`config.mk`:
```
export PLATFORM = sky130hd
export DESIGN_NAME = link_param_capture_regs
export DESIGN_NICKNAME = d
export VERILOG_FILES = /design/src/inc/link_param_pkg.sv /design/src/inc/cfg_octet_if.sv /design/src/rtl/link_param_capture_regs.sv /design/src/rtl/ilas_octet_tracker.sv
export SDC_FILE = /design/constraint.sdc
export NUM_CORES = 1
export LEC_CHECK = 0
export BUFFER_PORTS_ARGS = -buffer_cell sky130_fd_sc_hd__buf_4
export CAP_MARGIN = 40
export CORE_MARGIN = 3
export CORE_UTILIZATION = 60
export DETAILED_ROUTE_END_ITERATION = 12
export PLACE_DENSITY_LB_ADDON = 0.15
export SETUP_SLACK_MARGIN = 0.5
export SLEW_MARGIN = 40
export SYNTH_ARGS = -nofsm -noshare
export SYNTH_HDL_FRONTEND = slang
export SYNTH_HIERARCHICAL = 1
export SYNTH_SLANG_ARGS = --single-unit
export TNS_END_PERCENT = 1
```
`constraint.sdc`:
```
create_clock -name clk_sys -period 7.2 [get_ports clk_sys]
set_input_delay 0 -clock clk_sys [delete_from_list [all_inputs] [get_ports clk_sys]]
set_output_delay 0 -clock clk_sys [all_outputs]
set_load 0.03 [all_outputs]
```
`src/inc/link_param_pkg.sv`:
```
// Constants for the lane-0 link parameter capture bank.
// Assumes 12-bit register addresses and an 8-bit register data path.
package link_param_pkg;

  // ==========================================================
  // Register offsets
  localparam logic [11:0] ADDR_SCRAMBLE_LANE_COUNT = 12'h403;
  localparam logic [11:0] ADDR_FRAME_OCTET_COUNT = 12'h404;
  localparam logic [11:0] ADDR_MULTIFRAME_LENGTH = 12'h405;
  localparam logic [11:0] ADDR_CONVERTER_COUNT = 12'h406;
  localparam logic [11:0] ADDR_CONTROL_BITS_RESOLUTION = 12'h407;
  localparam logic [11:0] ADDR_SUBCLASS_SAMPLE_BITS = 12'h408;
  localparam logic [11:0] ADDR_LINK_VERSION = 12'h409;

  // ==========================================================
  // Position of each register's octet in the configuration stream
  localparam logic [3:0] OCT_SCRAMBLE_LANE = 4'h3;
  localparam logic [3:0] OCT_FRAME = 4'h4;
  localparam logic [3:0] OCT_MULTIFRAME = 4'h5;
  localparam logic [3:0] OCT_CONVERTER = 4'h6;
  localparam logic [3:0] OCT_CTRL_RES = 4'h7;
  localparam logic [3:0] OCT_SUBCLASS = 4'h8;
  localparam logic [3:0] OCT_VERSION = 4'h9;
  localparam logic [3:0] OCT_LAST = 4'hD;

  // ==========================================================
  // Field positions
  localparam int SCRAMBLE_BIT = 7;
  localparam int M1_HI = 4;
  localparam int CS_HI = 7;
  localparam int CS_LO = 6;
  localparam int TOP3_HI = 7;
  localparam int TOP3_LO = 5;

  // ==========================================================
  // Reset values
  localparam logic [7:0] RESET_BYTE = 8'h00;

  // ==========================================================
  // Permitted encodings
  localparam logic [4:0] LANES_1 = 5'h00;
  localparam logic [4:0] LANES_2 = 5'h01;
  localparam logic [4:0] LANES_4 = 5'h03;
  localparam logic [4:0] LANES_8 = 5'h07;
  localparam logic [7:0] FRAME_1 = 8'h00;
  localparam logic [7:0] FRAME_2 = 8'h01;
  localparam logic [7:0] FRAME_4 = 8'h03;
  localparam logic [4:0] MF_16 = 5'h0F;
  localparam logic [4:0] MF_32 = 5'h1F;
  localparam logic [7:0] CONV_1 = 8'h00;
  localparam logic [7:0] CONV_2 = 8'h01;
  localparam logic [1:0] CS_NONE = 2'h0;
  localparam logic [4:0] RES_16 = 5'h0F;
  localparam logic [4:0] SAMPLE_16 = 5'h0F;
  localparam logic [2:0] VERSION_A = 3'h0;
  localparam logic [2:0] VERSION_B = 3'h1;

endpackage : link_param_pkg

```
`src/inc/cfg_octet_if.sv`:
```
// Carrier of indexed configuration octets from the tracker to the bank.
// Assumes both ends run on the same clock.
`timescale 1ns/100ps
interface cfg_octet_if;
  logic wr;
  logic [3:0] idx;
  logic [7:0] data;
  modport src (output wr, output idx, output data);
  modport sink (input wr, input idx, input data);
endinterface : cfg_octet_if

```
`src/rtl/link_param_capture_regs.sv`:
```
// Read-only bank of link parameters captured from lane 0 configuration data.
// Assumes the serial control port decodes into single-cycle rd/wr strobes.
//
// Behaviour
// - Fields captured from lane 0, read-only
// - Bit 7 reports transmitter scrambling setting
// - Lane count minus one: 0,1,3,7
// - Octets per frame minus one: 0,1,3
// - Frames per multiframe minus one: 0x0F/0x1F
// - Bits 7:5 report subclass version
// - Link version 000 is A, 001 B
`timescale 1ns/100ps
module link_param_capture_regs (
  input wire logic clk_sys,
  input wire logic rst_n,
  input wire logic cfg_start,
  input wire logic cfg_valid,
  input wire logic [7:0] cfg_octet,
  input wire logic [11:0] reg_addr,
  input wire logic reg_rd,
  input wire logic reg_wr,
  input wire logic [7:0] reg_wdata,
  output logic [7:0] reg_rdata,
  output logic reg_rvalid,
  output logic params_ok,
  output logic link_version_b
);
  import link_param_pkg::*;

  // ==========================================================
  // Reset release
  logic [1:0] rst_sync_reg;
  logic rst_n_int;

  always_ff @(posedge clk_sys or negedge rst_n) begin
    if (!rst_n) begin
      rst_sync_reg <= 2'b00;
    end else begin
      rst_sync_reg <= {rst_sync_reg[0], 1'b1};
    end
  end
  assign rst_n_int = rst_sync_reg[1];

  // ==========================================================
  // Octet numbering
  cfg_octet_if oct ();

  ilas_octet_tracker u_tracker (
    .clk_sys(clk_sys),
    .rst_n(rst_n_int),
    .cfg_start(cfg_start),
    .cfg_valid(cfg_valid),
    .cfg_octet(cfg_octet),
    .oct(oct)
  );

  // ==========================================================
  // Captured fields
  logic scramble_status_reg;
  logic [4:0] lanes_m1_reg;
  logic [7:0] frame_m1_reg;
  logic [4:0] mframe_m1_reg;
  logic [7:0] conv_m1_reg;
  logic [1:0] ctrl_bits_reg;
  logic [4:0] res_m1_reg;
  logic [2:0] subclass_version_reg;
  logic [4:0] sample_bits_m1_reg;
  logic [2:0] link_version_reg;

  // Only the lane-0 stream loads these; reg_wr has no path here
  always_ff @(posedge clk_sys or negedge rst_n_int) begin
    if (!rst_n_int) begin
      scramble_status_reg <= 1'b0;
      lanes_m1_reg <= 5'h00;
      frame_m1_reg <= RESET_BYTE;
      mframe_m1_reg <= 5'h00;
      conv_m1_reg <= RESET_BYTE;
      ctrl_bits_reg <= 2'h0;
      res_m1_reg <= 5'h00;
      subclass_version_reg <= 3'h0;
      sample_bits_m1_reg <= 5'h00;
      link_version_reg <= 3'h0;
    end else if (oct.wr) begin
      unique case (oct.idx)
        OCT_SCRAMBLE_LANE: begin
          scramble_status_reg <= oct.data[SCRAMBLE_BIT];
          lanes_m1_reg <= oct.data[M1_HI:0];
        end
        OCT_FRAME: frame_m1_reg <= oct.data;
        OCT_MULTIFRAME: mframe_m1_reg <= oct.data[M1_HI:0];
        OCT_CONVERTER: conv_m1_reg <= oct.data;
        OCT_CTRL_RES: begin
          ctrl_bits_reg <= oct.data[CS_HI:CS_LO];
          res_m1_reg <= oct.data[M1_HI:0];
        end
        OCT_SUBCLASS: begin
          subclass_version_reg <= oct.data[TOP3_HI:TOP3_LO];
          sample_bits_m1_reg <= oct.data[M1_HI:0];
        end
        OCT_VERSION: link_version_reg <= oct.data[TOP3_HI:TOP3_LO];
        default: ;
      endcase
    end
  end

  // ==========================================================
  // Permitted-value check
  // Flags a transmitter whose advertised setup this receiver cannot take
  logic ok_comb;
  logic params_ok_reg;
  logic version_b_reg;

  always_comb begin
    ok_comb = 1'b1;
    if (!(lanes_m1_reg inside {LANES_1, LANES_2, LANES_4, LANES_8})) ok_comb = 1'b0;
    if (!(frame_m1_reg inside {FRAME_1, FRAME_2, FRAME_4})) ok_comb = 1'b0;
    if (!(mframe_m1_reg inside {MF_16, MF_32})) ok_comb = 1'b0;
    if (!(conv_m1_reg inside {CONV_1, CONV_2})) ok_comb = 1'b0;
    if (ctrl_bits_reg != CS_NONE) ok_comb = 1'b0;
    if (res_m1_reg != RES_16) ok_comb = 1'b0;
    if (sample_bits_m1_reg != SAMPLE_16) ok_comb = 1'b0;
  end

  always_ff @(posedge clk_sys or negedge rst_n_int) begin
    if (!rst_n_int) begin
      params_ok_reg <= 1'b0;
      version_b_reg <= 1'b0;
    end else begin
      params_ok_reg <= ok_comb;
      version_b_reg <= (link_version_reg == VERSION_B);
    end
  end
  assign params_ok = params_ok_reg;
  assign link_version_b = version_b_reg;

  // ==========================================================
  // Register read port
  logic [7:0] rdata_next;
  logic [7:0] rdata_reg;
  logic rvalid_reg;

  // Reserved bits are forced to zero here, never stored
  always_comb begin
    unique case (reg_addr)
      ADDR_SCRAMBLE_LANE_COUNT: rdata_next = {scramble_status_reg, 2'b00, lanes_m1_reg};
      ADDR_FRAME_OCTET_COUNT: rdata_next = frame_m1_reg;
      ADDR_MULTIFRAME_LENGTH: rdata_next = {3'b000, mframe_m1_reg};
      ADDR_CONVERTER_COUNT: rdata_next = conv_m1_reg;
      ADDR_CONTROL_BITS_RESOLUTION: rdata_next = {ctrl_bits_reg, 1'b0, res_m1_reg};
      ADDR_SUBCLASS_SAMPLE_BITS: rdata_next = {subclass_version_reg, sample_bits_m1_reg};
      ADDR_LINK_VERSION: rdata_next = {link_version_reg, 5'h00};
      default: rdata_next = RESET_BYTE;
    endcase
  end

  always_ff @(posedge clk_sys or negedge rst_n_int) begin
    if (!rst_n_int) begin
      rdata_reg <= RESET_BYTE;
      rvalid_reg <= 1'b0;
    end else begin
      rvalid_reg <= reg_rd;
      if (reg_rd) begin
        rdata_reg <= rdata_next;
      end
    end
  end
  assign reg_rdata = rdata_reg;
  assign reg_rvalid = rvalid_reg;
endmodule : link_param_capture_regs

```
`src/rtl/ilas_octet_tracker.sv`:
```
// Numbers the configuration octets arriving on link lane 0.
// Assumes cfg_start marks octet 0 and the stream comes from same-clock logic.
`timescale 1ns/100ps
module ilas_octet_tracker (
  input wire logic clk_sys,
  input wire logic rst_n,
  input wire logic cfg_start,
  input wire logic cfg_valid,
  input wire logic [7:0] cfg_octet,
  cfg_octet_if.src oct
);
  import link_param_pkg::*;

  // ==========================================================
  // Octet counter
  logic active_reg;
  logic [3:0] count_reg;
  logic take;

  // Octets outside a started sequence are dropped, not misfiled
  assign take = cfg_valid && (cfg_start || active_reg);

  always_ff @(posedge clk_sys or negedge rst_n) begin
    if (!rst_n) begin
      active_reg <= 1'b0;
      count_reg <= 4'h0;
    end else if (cfg_valid && cfg_start) begin
      active_reg <= 1'b1;
      count_reg <= 4'h1;
    end else if (take) begin
      active_reg <= (count_reg != OCT_LAST);
      count_reg <= count_reg + 4'h1;
    end
  end

  // ==========================================================
  // Registered indexed octet
  always_ff @(posedge clk_sys or negedge rst_n) begin
    if (!rst_n) begin
      oct.wr <= 1'b0;
      oct.idx <= 4'h0;
      oct.data <= RESET_BYTE;
    end else begin
      oct.wr <= take;
      if (take) begin
        oct.idx <= cfg_start ? 4'h0 : count_reg;
        oct.data <= cfg_octet;
      end
    end
  end

endmodule : ilas_octet_tracker

```
After elaboration in Yosys (flattened, before gate mapping). Index checks and enable logic that the tools add are counted.

Input bits: 34. Memories kept: 0. Bits in read-only memories: 0. Bits in writable memories: 0. Bits in latches: 0. Flip-flop bits (word level): 76.

Bitwise logic cells: 0. $mul: 0. $lt $le $gt $ge: 0. Shift operators: 0. Eq/ne operators: 26. Div/mod/pow operators: 0. $add $sub $neg: 1. Multiplexer cells: 13. Reduce and logical (&&, ||, !) cells: 19.

Operators by type and width (number): $eq A12 B11 Y1 const B (7); $pmux W8 S7 (1); $eq A4 B3 Y1 const B (4); $eq A8 B1 Y1 const B (2); $logic_not A8 Y1 (2); $reduce_and A2 Y1 (7); $mux W4 (3); $ne A5 B4 Y1 const B (2); $mux W1 (9); $eq A4 B4 Y1 const B (2); $eq A8 B2 Y1 const B (1); $reduce_bool A2 Y1 (4); $eq A5 B1 Y1 const B (1); $eq A5 B2 Y1 const B (1); $eq A5 B3 Y1 const B (1); $eq A5 B4 Y1 const B (1); $eq A5 B5 Y1 const B (1); $logic_not A5 Y1 (1); $add A4 B1 Y4 const B (1); $eq A4 B2 Y1 const B (1); $ne A4 B4 Y1 const B (1); $reduce_bool A4 Y1 (1); $eq A3 B1 Y1 const B (1); $reduce_bool A3 Y1 (1); other kinds (2) (3).

Logic depth before layout (Yosys ltp). Gate-level depths: netlist (run 1).

Word-level depth: 9. Depth in mapped cells: 6.

Cells and area by module. Netlist (run 1), hierarchy kept.

Modules (own cells, without submodules): link_param_capture_regs (instances 1, cells each 217, area each 2787.7 um^2); ilas_octet_tracker (instances 1, cells each 63, area each 839.6 um^2).

Worst setup path after synthesis (run 1). No wires, ideal clock.

Path type: reg-to-reg. Start point: reg u_tracker.oct.idx[3]. End point: reg conv_m1_reg[0]. Required time: 7075 ps. Buffers on the path: 0. Clock period less this slack: 1445 ps. Path slack: 5755 ps. Arrival time: 1321 ps. Cell stages (with the launch flop): 4. Setup time: 125 ps. Cell sequence: dfrtp_1 nand3b_4 nor3b_4 mux2_2.

Word-level cells in the longest chain between the ends: 2.

Ends and longest elaborated chain: from (decl) (line cfg_octet_if.sv:8) `modport src (output wr, output idx, output data);`; from (signal assigned) (line ilas_octet_tracker.sv:46) `oct.idx <= cfg_start ? 4'h0 : count_reg;`; $eq A4 B3 Y1 (line link_param_capture_regs.sv:84) `unique case (oct.idx)`; $reduce_and A2 Y1 (no source line); to (signal assigned) (line link_param_capture_regs.sv:91) `OCT_CONVERTER: conv_m1_reg <= oct.data;`; to (decl) (line link_param_capture_regs.sv:63) `logic [7:0] conv_m1_reg;`.

Every way passes these cells. A chain may end at the register's enable or synchronous reset.

Worst setup path after layout (run 1).
Start point: reg ctrl_bits_reg[0]. End point: reg params_ok_reg (netlist: params_ok).

Word-level cells in the longest chain between the ends: 4.

Ends and longest elaborated chain: from (decl) (line link_param_capture_regs.sv:64) `logic [1:0] ctrl_bits_reg;`; from (signal assigned) (line link_param_capture_regs.sv:93) `ctrl_bits_reg <= oct.data[CS_HI:CS_LO];`; $reduce_bool A2 Y1 (line link_param_capture_regs.sv:119) `if (ctrl_bits_reg != CS_NONE) ok_comb = 1'b0;`; $mux W1 (line link_param_capture_regs.sv:119); $mux W1 (line link_param_capture_regs.sv:120) `if (res_m1_reg != RES_16) ok_comb = 1'b0;`; $mux W1 (line link_param_capture_regs.sv:121) `if (sample_bits_m1_reg != SAMPLE_16) ok_comb = 1'b0;`; named net ok_comb (line link_param_capture_regs.sv:109) `logic ok_comb;`; to (signal assigned) (line link_param_capture_regs.sv:129) `params_ok_reg <= ok_comb;`; to (decl) (line link_param_capture_regs.sv:110) `logic params_ok_reg;`.

The timed path passes the listed nets, and every way through them passes these cells.

==> results of run 1 <==
==> kinds of logic (layout without fill, tap and decap cells) <==
family          after synthesis  after routing  share of synthesized area, %
fa+ha+maj                     2              2                         0.690
other cells                   1              1                         0.103
flops                        76             76                          52.4
buf+inv                      28             79                          4.24
compound gates               41             41                          8.04
simple gates                 63             63                          12.8
mux                          69             69                          21.7
==> per-layer routing <==
| metal | share of wire (%) | track usage (%) | routed length, um | vias to the layer above |
|---|---|---|---|---|
| met4 | 2.4 | 10.5 | 179 | 0 |
| met1 | 45 | 31.5 | 3430 | 1244 |
| met3 | 5.7 | 5.53 | 434 | 16 |
| met2 | 47 | 37.4 | 3540 | 79 |
| li1 | - | - | - | 1134 |
| met5 | 0 | 0 | 0 | - |
==> Yosys cell counts, drive strengths merged <==
cell	count	area [um^2]
dfrtp	76	1900
mux2	55	646
inv	15	58.8
mux2i	14	140
buf	12	91.3
o22ai	11	68.8
nand3b	8	72.6
a21oi	7	35.0
nor2	7	41.3
nand2b	6	37.5
nor3	6	30.0
nor3b	6	71.3
nand2	5	18.8
nand4	5	31.3
and4b	4	40.0
nand3	4	32.5
nor4	4	25.0
o21ai	4	23.8
a221oi	3	26.3
a2bb2oi	3	26.3
a22o	2	17.5
ha	2	25.0
nor2b	2	12.5
o22a	2	17.5
o2bb2ai	2	17.5
o32ai	2	17.5
a2111oi	1	8.76
a211oi	1	7.51
a21o	1	7.51
a22oi	1	7.51
and2b	1	7.51
and3	1	6.26
clkbuf	1	3.75
conb	1	3.75
nand4b	1	8.76
nand4bb	1	11.3
nor4bb	1	10.0
o32a	1	10.0
or3b	1	8.76
==> worst max-delay path by stage <==
stage	endpoint	cells after the start	slack, ps	startpoint
global route	params_ok$_DFF_PN0_	3	5270	frame_m1_reg[5]$_DFFE_PN0P_
global placement	params_ok$_DFF_PN0_	3	5460	ctrl_bits_reg[0]$_DFFE_PN0P_
detailed placement	params_ok$_DFF_PN0_	3	5450	ctrl_bits_reg[0]$_DFFE_PN0P_
CTS	params_ok$_DFF_PN0_	3	5430	ctrl_bits_reg[0]$_DFFE_PN0P_
finish	params_ok$_DFF_PN0_	3	5420	ctrl_bits_reg[0]$_DFFE_PN0P_
floorplan	conv_m1_reg[0]$_DFFE_PN0P_	0	4930	rst_sync_reg[1]$_DFF_PN0_
==> critical path: cells and delay by family, from the launching register on <==
family           cells  cell delay, ps
AO/OA/AOI/OAI        1             670
AND/OR/NAND/NOR      2             520
flip-flops           1             410
==> stage by stage <==
stage | setup slack, ps | hold slack, ps
3_3_place_gp | 5460 | -218
4_1_cts | 5430 | 27.6
2_1_floorplan | 4930 | -296
6_report | 5420 | 30.2
5_1_grt | 5270 | 50.5
3_5_place_dp | 5450 | -217
==> cell usage in the layout (no fill, tap or decap), types with 7 or more instances in the layout <==
master         count
mux2_4             7
buf_4             35
o22ai_1           11
mux2i_1           14
dlygate4sd3_1     13
dfrtp_1           75
nand3b_1           7
clkbuf_8          10
inv_1             14
a21oi_1            7
mux2_2            48
==> layout make-up <==
cell class,count,area share (%)
clock inverter,5,2.34
tap,72,2.11
inverter,15,1.38
timing repair buffer,49,9.46
multi-input combinational,176,36.9
sequential,76,44.6
clock buffer,10,3.22
==> power by group <==
group          switching, uW  total (uW)  internal (uW)
sequential               110         656            547
combinational            112         273            161
clock                    147         384            237
==> impl_metrics.ini, run 1 <==
[status]
status = completed

[finish]
syn2layout_area_growth_pct = 17.7
seq_area_um2 = 1900
fillCellCount = 396
fin_area_um2 = 4270
fin_util_pct = 75.2
instances_no_fill = 403
fin_nets = 363
diodes = 0
drive_above_1_share_pct = 36.0
multiInputGateArea_um2 = 1580

[placement]
place_congestion = 0.849
placed_cell_area_um2 = 3900
dp_hpwl_um = 5100
port_buffers = 35
place_inst = 375

[drt]
drc_errors = 0
num_vias = 2473
wl_per_cell_um = 18.8
totalWireLength_um = 7580
viasPerCell = 6.14
ant_nets = 0
drtIter0Drc = 133
firstDrtPassIters = 4

[setup_path]
r2r-start = ctrl_bits_reg[0]$_DFFE_PN0P_
path_class = register to register
critPathCaptureType = register
worstPathRequired_ps = 7360
path_max_fanout = 3
r2r_slack_ps = 5420
crit_slowest_cell = a2111oi_0
critical-path-max-stage-delay_ps = 670
critPathLaunchType = register
reg2regPathDepth = 3
cp.arrival_ps = 1940
cp_cell_sequence = nor4_1, nand4_1, a2111oi_0
regToRegEndpoint = params_ok$_DFF_PN0_

[cts]
cts.clk_slew.worst_paths_ps = 70
cts_tree = done
hold_buffers = 13
post_cts_buffers = 0
worstSkewPairLatency_ps = 350
cts_root_buf = clkbuf_8
htree_levels = 3
clk_path_buf_depth = 2
cts_buffers = 9
post_cts_resized = 0
clkSinkCount = 76

[sta]
finalHoldViolCount = 0
final-setup-viol-count = 0
setup-tns-final_ps = 0
drv_slew = 0
clock.fmax_mhz = 563
fin_crit_ps = 1780
tightest_slew_ps = 732
finalClockSkew_ps = 10.4
relSlewSlack_pct = 49.9
period_share_pct = 24.7
rsz0062_at_grt = false

[power]
ir_worst_vdd_mv = 0.237
cellPowerDensity_nw_per_um2 = 307
p_total_uw = 1310
power_leakage_uw = 0.00195

[floorplan]
io_pins = 45
core_um2 = 5680
fp-row-count = 27
dieArea_um2 = 7010
die_h_um = 83.8
start_util_pct = 63.9
die_w_um = 83.8

[hold_path]
hold_path.startpoint = reg_addr[6]
hold_class = input pin to register
holdPathEnd = reg_rdata[0]$_DFFE_PN0P_
hold_depth = 4

[global_route]
grt.overflow.total = 0
grt_pass1_vias = 2552
grt_use_total_pct = 23.8
antenna_found_initial = 0
grt_max_degree = 75
grt_first_pass_wirelength_um = 13000

[flow_run]
max_cap_violations = 0

[synthesis]
synth_seq_cells = 76
syn_inst = 280
ys_types = 51
syn-num-nets = 316
syn_area_um2 = 3630
ys_seq_area_share_pct = 52.4
yosys_warnings = 6
avgSynthCellArea_um2 = 13.0
Power figures use the tool's default switching activity.
==> inputs of run 2 (changes only) <==
--- a/config.mk
+++ b/config.mk
@@ -8,7 +8,7 @@
 export BUFFER_PORTS_ARGS = -buffer_cell sky130_fd_sc_hd__buf_4
 export CAP_MARGIN = 40
 export CORE_MARGIN = 3
-export CORE_UTILIZATION = 60
+export CORE_UTILIZATION = 58
 export DETAILED_ROUTE_END_ITERATION = 12
 export PLACE_DENSITY_LB_ADDON = 0.15
 export SETUP_SLACK_MARGIN = 0.5
==> constraint.sdc (replaced) <==
create_clock -name clk_sys -period 1.7 [get_ports clk_sys]
set_input_delay 0 -clock clk_sys [delete_from_list [all_inputs] [get_ports clk_sys]]
set_output_delay 0 -clock clk_sys [all_outputs]
set_load 0.03 [all_outputs]
==> run 2 against run 1 <==
Critical path depth up 1. Count of clock-buffer cells in the layout unchanged. First-iteration DRC count up 11%. Die area up 3.2%. Register-to-register slack worse by 5200 ps. Final area up 4.8%. Clock skew down 2.9 ps. Routed wire length up 0.44%. Combinational power rose to 4.5 times the previous value. Non-clock buffer count up 15. Critical path type unchanged. Critical endpoint unchanged. Highest routed layer unchanged.
==> impl_metrics.ini, run 2 (synthesis results as in run 1) <==
[setup_path]
endpoint = params_ok$_DFF_PN0_
startpoint = lanes_m1_reg[3]$_DFFE_PN0P_
critPathLaunchType = register
reg2regPathDepth = 4
path_class = register to register
critPathCaptureType = register
worstPathRequired_ps = 2000
r2r_slack_ps = 250
cp.arrival_ps = 1740
regToRegEndpoint = params_ok$_DFF_PN0_
path_max_fanout = 3
r2r-start = lanes_m1_reg[3]$_DFFE_PN0P_

[cts]
clk_path_buf_depth = 2
cts.clk_slew.worst_paths_ps = 80
htree_levels = 3
worstSkewPairLatency_ps = 350
clkSinkCount = 76
cts_buffers = 9
cts_tree = done
cts_root_buf = clkbuf_8

[drt]
wl_per_cell_um = 18.0
drtIter0Drc = 148
totalWireLength_um = 7620
firstDrtPassIters = 4
ant_nets = 0
drc_errors = 0
num_vias = 2488
viasPerCell = 5.90

[sta]
period_share_pct = 85.3
drv_slew = 0
fin_crit_ps = 1450
worst_slack_ps = 250
finalClockSkew_ps = 7.49
finalHoldViolCount = 0
setup-tns-final_ps = 0
final-setup-viol-count = 0
rsz0062_at_grt = true
clock.fmax_mhz = 690

[power]
ir_worst_vdd_mv = 0.900
power_leakage_uw = 0.00204
cellPowerDensity_nw_per_um2 = 1280
p_total_uw = 5730

[global_route]
grt_max_degree = 30
grt_use_total_pct = 23.3
antenna_found_initial = 0
grt_first_pass_wirelength_um = 12900
grt_pass1_vias = 2496
grt.overflow.total = 0

[finish]
syn2layout_area_growth_pct = 23.4
diodes = 0
fin_nets = 378
fillCellCount = 422
fin_area_um2 = 4480
final_cell_mix = dfrtp_1 (73), buf_4 (48), mux2_2 (47)
layout_commonest_cell = dfrtp_1
multiInputGateArea_um2 = 1620
drive_above_1_share_pct = 40.6
seq_area_um2 = 1910

[placement]
place_ws_ps = 72.5
dp_hpwl_um = 5300
port_buffers = 35
place_congestion = 0.887
placed_cell_area_um2 = 4030

[floorplan]
fp-row-count = 28
start_util_pct = 60.5
die_w_um = 85.1
core_um2 = 5990
die_h_um = 85.1
dieArea_um2 = 7240
io_pins = 45

[flow_run]
max_cap_violations = 0

[hold_path]
hold_class = input pin to register
hold_path.startpoint = reg_addr[7]

[status]
status = completed
## run 2: per-layer routing
layer,GRT usage (%),wire length [um],up-vias
met2,35.4,3640,57
met3,5.05,316,13
li1,-,-,1158
met1,32.5,3530,1260
met5,0,0,-
met4,10.2,130,0
## run 2: per-stage QoR
stage | hold WS [ps] | util, % | instances
CTS | 15.0 | 74.5 | 422
finish | 19.2 | 74.7 | 422
detailed placement | -216 | 67.3 | 391
floorplan | -296 | - | 280
global placement | -217 | 67.3 | 391
global route | 31.0 | 74.7 | 422
## run 2: layout make-up
type	count	share of cell area, %
clock buffers	10	3.08
clock inverters	6	2.49
inverters	15	1.31
multi-input cells	176	36.1
flip-flops and latches	76	42.6
well taps	75	2.10
repair buffers	64	12.3
## run 2: critical path, stage by stage, from the launching register on
cell       delay (ps)
dfrtp_1           410
nor4_2            320
nand4_1           180
a2111oi_4         330
buf_4             160
## run 2: timing repair
item                                    CTS  global route
endpoints found under the setup margin   56            62
gates resized for setup                   9             1
pin swaps                                 5             1
cloned                                    0             0
buffers inserted                          2             0
hold buffers                             13             0
endpoints found under the hold margin    28             0
## run 2: how the worst min path moves through the flow
stage | to | cells past startpoint | slack (ps)
after floorplan | rst_sync_reg[0]$_DFF_PN0_ | 0 | -300
after global placement | rst_sync_reg[0]$_DFF_PN0_ | 1 | -220
after detailed placement | rst_sync_reg[0]$_DFF_PN0_ | 1 | -220
after CTS | reg_rdata[7]$_DFFE_PN0P_ | 4 | 20
after global routing | reg_rdata[7]$_DFFE_PN0P_ | 4 | 30
final | reg_rdata[7]$_DFFE_PN0P_ | 4 | 20
## run 2: power by group
part           internal [uW]  switching [uW]
clock                   1010             673
combinational            757             476
sequential              2320             492
total                   4090            1640
==> inputs of run 3 (changes only) <==
--- a/config.mk
+++ b/config.mk
@@ -8,7 +8,7 @@
 export BUFFER_PORTS_ARGS = -buffer_cell sky130_fd_sc_hd__buf_4
 export CAP_MARGIN = 40
 export CORE_MARGIN = 3
-export CORE_UTILIZATION = 58
+export CORE_UTILIZATION = 51
 export DETAILED_ROUTE_END_ITERATION = 12
 export PLACE_DENSITY_LB_ADDON = 0.15
 export SETUP_SLACK_MARGIN = 0.5
==> run 3 against run 2 <==
Utilization down 11 points. Critical endpoint is now conv_m1_reg[1]$_DFFE_PN0P_. Global-route usage down 4.1 points. Register-to-register slack better by 50 ps. Non-clock buffer count down 6.
==> impl_metrics.ini, run 3 (synthesis results as in run 1) <==
[status]
status = completed

[cts]
clk_path_buf_depth = 2
cts.clk_slew.worst_paths_ps = 80
cts_buffers = 9
cts_root_buf = clkbuf_8
clkSinkCount = 76
worstSkewPairLatency_ps = 350
htree_levels = 3
cts_tree = done

[sta]
finalClockSkew_ps = 11.0
clock.fmax_mhz = 713
fin_crit_ps = 1400
finalHoldViolCount = 0
drv_slew = 0
rsz0062_at_grt = true
final-setup-viol-count = 0
setup-tns-final_ps = 0
worst_slack_ps = 297
period_share_pct = 82.6

[setup_path]
r2r_slack_ps = 300
critPathLaunchType = register
regToRegEndpoint = conv_m1_reg[1]$_DFFE_PN0P_
reg2regPathDepth = 4
cp.arrival_ps = 1640
critPathCaptureType = register
startpoint = u_tracker/oct.idx[3]$_DFFE_PN0P_
endpoint = conv_m1_reg[1]$_DFFE_PN0P_
r2r-start = u_tracker/oct.idx[3]$_DFFE_PN0P_
path_max_fanout = 8
worstPathRequired_ps = 1940
path_class = register to register

[drt]
num_vias = 2464
wl_per_cell_um = 17.0
drtIter0Drc = 112
ant_nets = 0
viasPerCell = 5.64
firstDrtPassIters = 4
drc_errors = 0
totalWireLength_um = 7440

[floorplan]
fp-row-count = 30
die_h_um = 90.3
die_w_um = 90.3
core_um2 = 6830
start_util_pct = 53.1
io_pins = 45
dieArea_um2 = 8160

[placement]
place_congestion = 0.839
port_buffers = 35
dp_hpwl_um = 5050
place_ws_ps = 190

[power]
cellPowerDensity_nw_per_um2 = 1240
ir_worst_vdd_mv = 0.575
power_leakage_uw = 0.00198

[finish]
diodes = 0
drive_above_1_share_pct = 39.0
syn2layout_area_growth_pct = 20.8
final_cell_mix = dfrtp_1 (71), mux2_2 (48), buf_4 (42)
layout_commonest_cell = dfrtp_1
fillCellCount = 550
fin_nets = 372

[global_route]
grt_max_degree = 75
grt_first_pass_wirelength_um = 12500
grt_pass1_vias = 2465
grt_use_total_pct = 19.3
grt.overflow.total = 0
antenna_found_initial = 0

[hold_path]
hold_class = input pin to register

[flow_run]
max_cap_violations = 0
[run 3: cell count changes in the layout (fill, tap and decap cells not counted), sizes merged]
cell	delta
buf	-6
bufinv	-1
clkbuf	+1
clkinv	-1
inv	+1
[run 3: per-stage QoR]
stage / instance area, um^2 / hold slack, ps / utilization, % / instances / power (uW)
floorplan: 3630 / -296 / - / 280 / 3550
global placement: 4010 / -218 / 58.7 / 407 / 3880
detailed placement: 4010 / -216 / 58.7 / 407 / 3940
CTS: 4370 / 6.96 / 64.0 / 437 / 5480
global route: 4380 / 47.3 / 64.1 / 437 / 5730
finish: 4380 / 12.1 / 64.1 / 437 / 5450
[run 3: layout make-up]
class,count,area (um^2),share of cell area (%)
Sequential cell,76,1910,43.5
Multi-Input combinational cell,176,1580,36.1
Timing Repair Buffer,58,497,11.3
Clock buffer,11,131,3.00
Tap cell,96,120,2.74
Clock inverter,5,85.1,1.94
Inverter,15,58.8,1.34
[run 3: worst max-delay path, stage by stage (launching register included)]
cell	delay [ps]
dfrtp_2	410
nand3b_4	190
nor3b_4	180
buf_6	170
mux2_2	350
[run 3: metal layers]
metal	GRT usage [%]	wire [um]
met1	26.7	3520
met2	30.1	3490
met3	3.50	348
met4	7.91	87
met5	0	0
[run 3: worst min path at each step]
stage,startpoint,end,slack [ps],cells after the start
5_1_grt,reg_addr[6],reg_rdata[3]$_DFFE_PN0P_,50,4
3_3_place_gp,rst_n,rst_sync_reg[0]$_DFF_PN0_,-220,1
3_5_place_dp,rst_n,rst_sync_reg[0]$_DFF_PN0_,-220,1
4_1_cts,reg_addr[6],reg_rdata[2]$_DFFE_PN0P_,7,4
2_1_floorplan,rst_n,rst_sync_reg[0]$_DFF_PN0_,-300,0
6_report,reg_addr[6],reg_rdata[2]$_DFFE_PN0P_,10,4
[run 3: repair_timing]
action / 4_1_cts / 5_1_grt
setup endpoints to repair: 48 / 58
pin swaps: 0 / 0
hold endpoints to repair: 27 / 0
gates resized for setup: 6 / 2
setup buffers: 1 / 0
gates cloned: 0 / 0
hold buffers: 13 / 0
[run 3: where the power goes]
group	internal, uW	leakage (uW)	switching [uW]
combinational	713	0.000906	462
clock	835	0.000104	662
sequential	2320	0.000972	458
total	3870	0.00198	1580
